===== src/verilog/dltc_defs.svh =====
// offsets, fields, reset values and sizes of the transmit link count control
`ifndef DLTC_DEFS_SVH
`define DLTC_DEFS_SVH

`define DLTC_ADDR_W          8
`define DLTC_OFF_MODE        8'h13
`define DLTC_OFF_COUNT       8'h14
`define DLTC_OFF_BUF_DATA    8'h20
`define DLTC_OFF_STATUS      8'h21
`define DLTC_OFF_CTRL        8'h22
`define DLTC_MODE_BIT        0
`define DLTC_ABORT_SUPP_BIT  6
`define DLTC_BUFSEL_BIT      7
`define DLTC_CTRL_START_BIT  0
`define DLTC_CTRL_PTR_CLR    1
`define DLTC_MODE_RST        8'h00
`define DLTC_COUNT_RST       8'h00
`define DLTC_BUF_BYTES       96
`define DLTC_ABORT_BYTE      8'hFF
`define DLTC_ABORT_LEN       7'h02
`define DLTC_BYTE_TIME       7'h08

`endif


===== src/verilog/dltc_pkg.sv =====
// types of the transmit link count control
package dltc_pkg;
	typedef enum logic [1:0] {
		DLTC_IDLE,
		DLTC_ABORT,
		DLTC_SEND
	} dltc_state_t;
endpackage


===== src/verilog/dltc_buffer.sv =====
// one message buffer: byte array written by software, read by the sender
`include "dltc_defs.svh"
`timescale 1ns/1ps
`default_nettype none
module dltc_buffer #(
	parameter int DEPTH = `DLTC_BUF_BYTES,
	parameter int AW    = 7
) (
	// clock
	input  wire logic          clk_i,
	// write side
	input  wire logic          wr_en_i,
	input  wire logic [AW-1:0] wr_addr_i,
	input  wire logic [7:0]    wr_data_i,
	// read side
	input  wire logic [AW-1:0] rd_addr_i,
	output logic      [7:0]    rd_data_o
);
	logic [7:0] mem [DEPTH];

	// elaboration check: every entry must be addressable
	if (DEPTH > (1 << AW)) begin : g_bad_depth
		$error("buffer depth exceeds address range");
	end

	always_ff @(posedge clk_i) begin
		if (wr_en_i && (int'(wr_addr_i) < DEPTH))
			mem[wr_addr_i] <= wr_data_i;
	end

	always_comb begin
		rd_data_o = (int'(rd_addr_i) < DEPTH) ? mem[rd_addr_i] : 8'h00;
	end
endmodule
`default_nettype wire


===== src/verilog/dltc_top.sv =====
// transmit link count control: mode, buffer select, counter, end of transfer
// How it works
// - mode bit 0 low selects message signaling, high selects bit signaling.
// - count register bit 7 picks transmit buffer 0 or buffer 1.
// - each transfer start copies the count field into the internal counter.
// - done interrupt after full message or after programmed repetitions sent.
// - each of the two transmit buffers holds up to 96 bytes.
// - bit mode with count zero repeats forever, never raises done.
// - message-to-bit mode change inserts abort unless suppression bit set.
//
// Local design decision: the plain strobed port.
`include "dltc_defs.svh"
`timescale 1ns/1ps
`default_nettype none
module dltc_top #(
	parameter int BUF_BYTES = `DLTC_BUF_BYTES
) (
	// clock and reset
	input  wire logic                    MCLK_I,
	input  wire logic                    RST_I,
	// register port
	input  wire logic [`DLTC_ADDR_W-1:0] ADDR_I,
	input  wire logic [7:0]              WDATA_I,
	input  wire logic                    WR_I,
	input  wire logic                    RD_I,
	output logic      [7:0]              RDATA_O,
	// serial link out
	output logic                         LINK_BIT_O,
	output logic                         LINK_VALID_O,
	// mode and status
	output logic                         BIT_SIGNALING_MODE_O,
	output logic                         BUSY_O,
	output logic                         TX_TRANSFER_DONE_IRQ_O
);
	localparam int AW = 7;

	logic [7:0]              mode_reg_ff;
	logic [7:0]              tx_link_count_select_ff;
	logic [6:0]              wptr0_ff, wptr1_ff;
	logic [6:0]              counter_ff;
	logic [6:0]              rptr_ff;
	logic [6:0]              abort_cnt_ff;
	logic                    buf_sel_ff;
	logic                    cur_bit_mode_ff;
	logic [7:0]              shift_ff;
	logic [2:0]              bit_cnt_ff;
	logic                    done_ff;
	logic                    abort_pend_ff;
	logic                    start_req;
	logic [7:0]              rd_arr [2];
	logic [7:0]              cur_byte;
	logic                    wr_buf;
	dltc_pkg::dltc_state_t   state_ff;

	// elaboration check: count field is seven bits wide
	if (BUF_BYTES < 1 || BUF_BYTES > 127) begin : g_bad_depth
		$error("BUF_BYTES out of range");
	end

	wire message_signaling_mode = ~mode_reg_ff[`DLTC_MODE_BIT];
	wire bit_signaling_mode     = mode_reg_ff[`DLTC_MODE_BIT];
	wire [6:0] count_field      = tx_link_count_select_ff[6:0];
	wire sel_buf                = tx_link_count_select_ff[`DLTC_BUFSEL_BIT];

	assign wr_buf    = WR_I && (ADDR_I == `DLTC_OFF_BUF_DATA);
	assign start_req = WR_I && (ADDR_I == `DLTC_OFF_CTRL)
		&& WDATA_I[`DLTC_CTRL_START_BIT];

	// two message buffers
	genvar g;
	for (g = 0; g < 2; g++) begin : g_buf
		dltc_buffer #(.DEPTH(BUF_BYTES), .AW(AW)) u_buf (
			.clk_i     (MCLK_I),
			.wr_en_i   (wr_buf && (sel_buf == 1'(g))),
			.wr_addr_i (g == 0 ? wptr0_ff : wptr1_ff),
			.wr_data_i (WDATA_I),
			.rd_addr_i (rptr_ff),
			.rd_data_o (rd_arr[g])
		);
	end
	assign cur_byte = rd_arr[buf_sel_ff];

	// mode and count registers
	always_ff @(posedge MCLK_I) begin
		if (RST_I) begin
			mode_reg_ff             <= `DLTC_MODE_RST;
			tx_link_count_select_ff <= `DLTC_COUNT_RST;
		end else if (WR_I) begin
			if (ADDR_I == `DLTC_OFF_MODE)
				mode_reg_ff <= WDATA_I;
			if (ADDR_I == `DLTC_OFF_COUNT)
				tx_link_count_select_ff <= WDATA_I;
		end
	end

	// buffer write pointers, one per buffer
	always_ff @(posedge MCLK_I) begin
		if (RST_I) begin
			wptr0_ff <= 7'h00;
			wptr1_ff <= 7'h00;
		end else if (WR_I && (ADDR_I == `DLTC_OFF_CTRL)
			&& WDATA_I[`DLTC_CTRL_PTR_CLR]) begin
			if (sel_buf)
				wptr1_ff <= 7'h00;
			else
				wptr0_ff <= 7'h00;
		end else if (wr_buf) begin
			if (sel_buf && int'(wptr1_ff) < BUF_BYTES)
				wptr1_ff <= wptr1_ff + 7'h01;
			else if (!sel_buf && int'(wptr0_ff) < BUF_BYTES)
				wptr0_ff <= wptr0_ff + 7'h01;
		end
	end

	// abort request on message-to-bit mode change
	always_ff @(posedge MCLK_I) begin
		if (RST_I)
			abort_pend_ff <= 1'b0;
		else if (WR_I && (ADDR_I == `DLTC_OFF_MODE)
			&& message_signaling_mode && WDATA_I[`DLTC_MODE_BIT]
			&& !WDATA_I[`DLTC_ABORT_SUPP_BIT])
			abort_pend_ff <= 1'b1;
		else if (state_ff == dltc_pkg::DLTC_ABORT)
			abort_pend_ff <= 1'b0;
	end

	// transfer engine
	always_ff @(posedge MCLK_I) begin
		if (RST_I) begin
			state_ff        <= dltc_pkg::DLTC_IDLE;
			counter_ff      <= 7'h00;
			rptr_ff         <= 7'h00;
			abort_cnt_ff    <= 7'h00;
			buf_sel_ff      <= 1'b0;
			cur_bit_mode_ff <= 1'b0;
			shift_ff        <= 8'h00;
			bit_cnt_ff      <= 3'h0;
			done_ff         <= 1'b0;
		end else begin
			done_ff <= 1'b0;
			unique case (state_ff)
			dltc_pkg::DLTC_IDLE: begin
				if (abort_pend_ff) begin
					state_ff     <= dltc_pkg::DLTC_ABORT;
					abort_cnt_ff <= `DLTC_ABORT_LEN;
					shift_ff     <= `DLTC_ABORT_BYTE;
					bit_cnt_ff   <= 3'h0;
				end else if (start_req) begin
					state_ff        <= dltc_pkg::DLTC_SEND;
					counter_ff      <= count_field;
					buf_sel_ff      <= sel_buf;
					cur_bit_mode_ff <= bit_signaling_mode;
					rptr_ff         <= 7'h00;
					bit_cnt_ff      <= 3'h0;
				end
			end
			dltc_pkg::DLTC_ABORT: begin
				shift_ff   <= {shift_ff[6:0], 1'b1};
				bit_cnt_ff <= bit_cnt_ff + 3'h1;
				if (bit_cnt_ff == 3'h7) begin
					shift_ff     <= `DLTC_ABORT_BYTE;
					abort_cnt_ff <= abort_cnt_ff - 7'h01;
					if (abort_cnt_ff == 7'h01)
						state_ff <= dltc_pkg::DLTC_IDLE;
				end
			end
			dltc_pkg::DLTC_SEND: begin
				// msb leaves straight from the buffer, the rest from here
				if (bit_cnt_ff == 3'h0)
					shift_ff <= {cur_byte[6:0], 1'b0};
				else
					shift_ff <= {shift_ff[6:0], 1'b0};
				bit_cnt_ff <= bit_cnt_ff + 3'h1;
				if (bit_cnt_ff == 3'h7) begin
					rptr_ff <= rptr_ff + 7'h01;
					if (!cur_bit_mode_ff) begin
						// one byte sent
						counter_ff <= counter_ff - 7'h01;
						if (counter_ff <= 7'h01 || int'(rptr_ff) + 1 >= BUF_BYTES) begin
							state_ff <= dltc_pkg::DLTC_IDLE;
							done_ff  <= 1'b1;
						end
					end else if (rptr_ff == 7'h00) begin
						// one-byte bit-mode message: one repetition done
						rptr_ff <= 7'h00;
						if (counter_ff != 7'h00) begin
							counter_ff <= counter_ff - 7'h01;
							if (counter_ff == 7'h01) begin
								state_ff <= dltc_pkg::DLTC_IDLE;
								done_ff  <= 1'b1;
							end
						end
					end
				end
			end
			default: state_ff <= dltc_pkg::DLTC_IDLE;
			endcase
		end
	end

	// registered outputs
	always_ff @(posedge MCLK_I) begin
		if (RST_I) begin
			LINK_BIT_O             <= 1'b0;
			LINK_VALID_O           <= 1'b0;
			BIT_SIGNALING_MODE_O   <= 1'b0;
			BUSY_O                 <= 1'b0;
			TX_TRANSFER_DONE_IRQ_O <= 1'b0;
		end else begin
			LINK_BIT_O   <= (state_ff == dltc_pkg::DLTC_SEND && bit_cnt_ff == 3'h0)
				? cur_byte[7] : shift_ff[7];
			LINK_VALID_O <= (state_ff != dltc_pkg::DLTC_IDLE);
			BIT_SIGNALING_MODE_O   <= bit_signaling_mode;
			BUSY_O                 <= (state_ff != dltc_pkg::DLTC_IDLE);
			TX_TRANSFER_DONE_IRQ_O <= done_ff;
		end
	end

	// read port: data one cycle after the strobe
	always_ff @(posedge MCLK_I) begin
		if (RST_I)
			RDATA_O <= 8'h00;
		else if (RD_I) begin
			unique case (ADDR_I)
			`DLTC_OFF_MODE:   RDATA_O <= mode_reg_ff;
			`DLTC_OFF_COUNT:  RDATA_O <= tx_link_count_select_ff;
			`DLTC_OFF_STATUS: RDATA_O <= {abort_pend_ff, counter_ff};
			default:          RDATA_O <= 8'h00;
			endcase
		end else
			RDATA_O <= 8'h00;
	end
endmodule
`default_nettype wire


===== config.mk =====
export PLATFORM = sky130hd
export DESIGN_NAME = dltc_top
export DESIGN_NICKNAME = d
export VERILOG_FILES = /design/src/verilog/dltc_pkg.sv /design/src/verilog/dltc_buffer.sv /design/src/verilog/dltc_top.sv
export VERILOG_INCLUDE_DIRS = /design/src /design/src/verilog
export SDC_FILE = /design/constraint.sdc
export NUM_CORES = 2
export LEC_CHECK = 0
export ABC_AREA = 1
export BUFFER_PORTS_ARGS = -buffer_cell sky130_fd_sc_hd__buf_2
export CAP_MARGIN = 20
export CORE_MARGIN = 4
export CORE_UTILIZATION = 30
export CTS_CLUSTER_SIZE = 30
export DETAILED_ROUTE_END_ITERATION = 10
export RECOVER_POWER = 50
export SLEW_MARGIN = 40
export SYNTH_ARGS = -nofsm -noshare
export SYNTH_HDL_FRONTEND = slang
export SYNTH_SLANG_ARGS = --single-unit

===== constraint.sdc =====
create_clock -name MCLK_I -period 6.1 [get_ports MCLK_I]
set_clock_uncertainty 0.2 [all_clocks]
set_input_delay 0.915 -clock MCLK_I [delete_from_list [all_inputs] [get_ports MCLK_I]]
set_output_delay 0.915 -clock MCLK_I [all_outputs]
set_load 0.005 [all_outputs]

==> results.yml <==
clocking:
  cts.sinks: 1623
  clock-root-buffer: "clkbuf_16"
  cts-htree-levels: 4
  clock_latency_ns: 0.82
  clock_path_buffers: 3
  clk_pin_slew_worst_paths_ns: 0.06
  cts_made_buffers: 172
  cts_hold_repair.buffers: 0
  cts_resized: 0
  post_cts_buffers: 0
  cts_tree: "done"
yosys:
  yosysWarnings: 0
  syn-num-nets: 5987
  synth_edf_count: 1536
  ys_ff_latch: 1623
  ys_seq_area_share_pct: 71.27
  synthCells: 5951
  ys.flop_type: "edfxtp_1"
  synth_area_per_cell_um2: 11.29
  ys_async_sr_fraction_pct: 0
  synthTopCellsByArea: "edfxtp_1 (69%), nand2_1 (11%), nand3_1 (9.3%)"
  synth_top_area_share_pct: 68.67
  synth_area_leader_cell: "edfxtp_1"
  yosysUniqueCellTypes: 39
  synth_area_um2: 67160
outcome:
  violations: "max-capacitance violations, max-slew violations"
  status: "complete, but fails checks"
sta:
  tightest_slew_ns: 4.606
  min_period_ns: 5.158
  fin_hold_ws_ns: 0.2286
  relSlewSlack_pct: -207.1
  rsz0062_at_grt: "false"
  timing.final.crit_share_pct: 84.55
  fmax_ghz: 0.1939
  drv_slew: 622
  setup_viol: 0
  final-hold-violation-count: 0
  fin_setup_tns_ns: 0
die:
  die_w_um: 481.2
  dieHeight_um: 481.2
  row_count: 173
  die_area_um2: 231500
  initial_utilization_pct: 30.18
  boundaryPins: 33
  core-area_um2: 222500
finish:
  fin_cells: 8968
  layout-drive-gt1-share_pct: 5.673
  nets: 5890
  synthToLayoutAreaGrowth_pct: 11.76
  diodes: 0
worst_setup_path:
  arrival_ns: 5.10
  crit_required_ns: 6.04
  setup.worst_path.end: "g_buf[1].u_buf.mem[39][3]$_DFFE_PP_"
  worstSetupStartpointType: "input port"
  critPathBufInv: 2
  critPathMaxStageDelay_ns: 2.26
  worstReg2RegEnd: "shift_ff[3]$_SDFFE_PP0P_"
  startpoint: "WDATA_I[3]"
  r2r_cells: 18
  path_cells: "clkbuf_1 > clkbuf_1"
  critPathKind: "in -> reg"
  critPathSlowestCell: "clkbuf_1"
  crit_family: "buffers and inverters"
  ff2ff_setup_slack_ns: 1.54
  end_kind: "register"
  cpMostUsedCell: "clkbuf_1"
  path_max_fanout: 52
  cp.depth: 2
detailed_routing:
  firstDrtPassIters: 6
  num_vias: 45050
  drcViolationCount: 0
  viasPerCell: 5.023
  detail_route.wl_per_cell_um: 20.64
  wirelength_um: 185100
  drtIter0Drc: 5245
  ant_nets: 0
pwr:
  totalPowerFinal_uw: 24190
  pwr_density_cell_nw_per_um2: 322.2
  p_leak_uw: 0.02581
  peakVddDrop_mv: 0.2924
global_route:
  grt_pass1_wl_um: 278200
  grt_pass1_vias: 43690
  grt_max_degree: 195
  antenna_found_initial: 3
  gr-total-overflow: 0
  track_usage_pct: 15.61
placement:
  portBuffers: 32
  dp.cells: 8654
  gp_congestion: 0.8629
  dp.final_hpwl_um: 106400
flow_run:
  maxCapViolCount: 11
hold_path:
  min_path_type: "reg -> reg"
area by class of cell:
cell class / instances / area [um^2]
Inverter: 129 / 533.0
Sequential cell: 1623 / 47880
Multi-Input combinational cell: 3842 / 16830
Tap cell: 2975 / 3722
Clock inverter: 85 / 716.9
Fill cell: 22120 / 147500
Clock buffer: 228 / 4598
Timing Repair Buffer: 86 / 775.7
synthesized netlist by cell type (3+ instances only):
master / number
ha_1: 16
a31oi_1: 6
o21ai_1: 19
o211ai_1: 9
inv_1: 118
o31ai_1: 10
dfxtp_1: 87
o22ai_1: 14
buf_4: 58
inv_2: 4
buf_6: 42
nor3b_1: 3
nand2_1: 1940
nand3_1: 1248
clkbuf_1: 48
o21ai_0: 90
clkinv_1: 6
o221ai_1: 13
nor3_1: 18
buf_1: 38
a21oi_1: 86
a211oi_1: 7
xnor2_1: 3
xor2_1: 5
buf_2: 169
edfxtp_1: 1536
nor2_1: 342
per-stage QoR:
step           area, um^2  util, %  setup WS, ns
2_1_floorplan       67160        -         3.074
3_3_place_gp        69660    31.30         1.502
3_5_place_dp        69820    31.38         1.784
4_1_cts             75130    33.76         1.840
5_1_grt             75060    33.73        0.7636
6_report            75060    33.73        0.9422
layer usage:
layer | part of all wire, % | vias up | GRT usage, %
met1 | 43 | 22130 | 21.95
met3 | 8.5 | 332 | 2.973
met2 | 45 | 1967 | 24.14
li1 | - | 20620 | -
met4 | 3.1 | 0 | 5.448
met5 | 0 | - | 0
report_power, final:
group | switching [uW] | leakage (uW) | internal (uW)
Sequential | 57.0 | 0.0145 | 12200
Clock | 4310 | 0.00259 | 5650
Combinational | 1440 | 0.00872 | 483
worst min path at each step:
stage                                                          to  slack [ns]          startpoint  cells past startpoint
final                           TX_TRANSFER_DONE_IRQ_O$_SDFF_PP0_        0.23  done_ff$_SDFF_PP0_                      2
after global placement          TX_TRANSFER_DONE_IRQ_O$_SDFF_PP0_        0.21  done_ff$_SDFF_PP0_                      2
after CTS                 tx_link_count_select_ff[0]$_SDFFE_PP0P_        0.20                WR_I                      3
after detailed placement        TX_TRANSFER_DONE_IRQ_O$_SDFF_PP0_        0.21  done_ff$_SDFF_PP0_                      2
after global routing            TX_TRANSFER_DONE_IRQ_O$_SDFF_PP0_        0.25  done_ff$_SDFF_PP0_                      2
after floorplan                 TX_TRANSFER_DONE_IRQ_O$_SDFF_PP0_        0.19  done_ff$_SDFF_PP0_                      2
flip-flops by register name, indices dropped and copies added (netlist names), 2 cells and up, named ones only:
name / count
state_ff: 2
rptr_ff: 7
shift_ff: 8
tx_link_count_select_ff: 8
RDATA_O: 8
mode_reg_ff: 8
g_buf.u_buf.mem: 1536
wptr0_ff: 7
abort_cnt_ff: 7
bit_cnt_ff: 3
counter_ff: 7
wptr1_ff: 7
cells in the final DEF (no fill, tap or decap), types with 3 or more instances in the layout:
cell	instances
nand2_1	1940
edfxtp_1	1536
nand3_1	1241
nor2_1	327
clkbuf_16	175
inv_1	115
o21ai_0	90
a21oi_1	86
dfxtp_1	81
clkbuf_1	68
clkinv_1	39
clkinv_2	28
buf_4	25
o21ai_1	19
buf_2	18
ha_1	16
buf_12	16
nor3_1	15
nor2_2	15
o22ai_1	14
o221ai_1	13
o31ai_1	10
o211ai_1	9
bufinv_16	8
a211oi_1	7
a31oi_1	6
xor2_1	5
inv_6	5
clkbuf_2	5
nand3_4	4
dfxtp_4	4
nand3_2	3
xnor2_1	3
nor3b_1	3
inv_2	3
clkinv_8	3
inv_16	3
clkinvlp_4	3
buf_6	3
cell families (layout without fill, tap and decap cells):
family	count (synthesis)	in the layout	synth area share [%]
AND/OR/NAND/NOR	3556	3556	22.28
adder cells (fa/ha/maj)	16	16	0.2981
AO/OA/AOI/OAI	262	262	2.196
flip-flops	1623	1623	71.27
buffers and inverters	486	528	3.851
XOR/XNOR	8	8	0.1043
(Power assumes the default switching activity.)
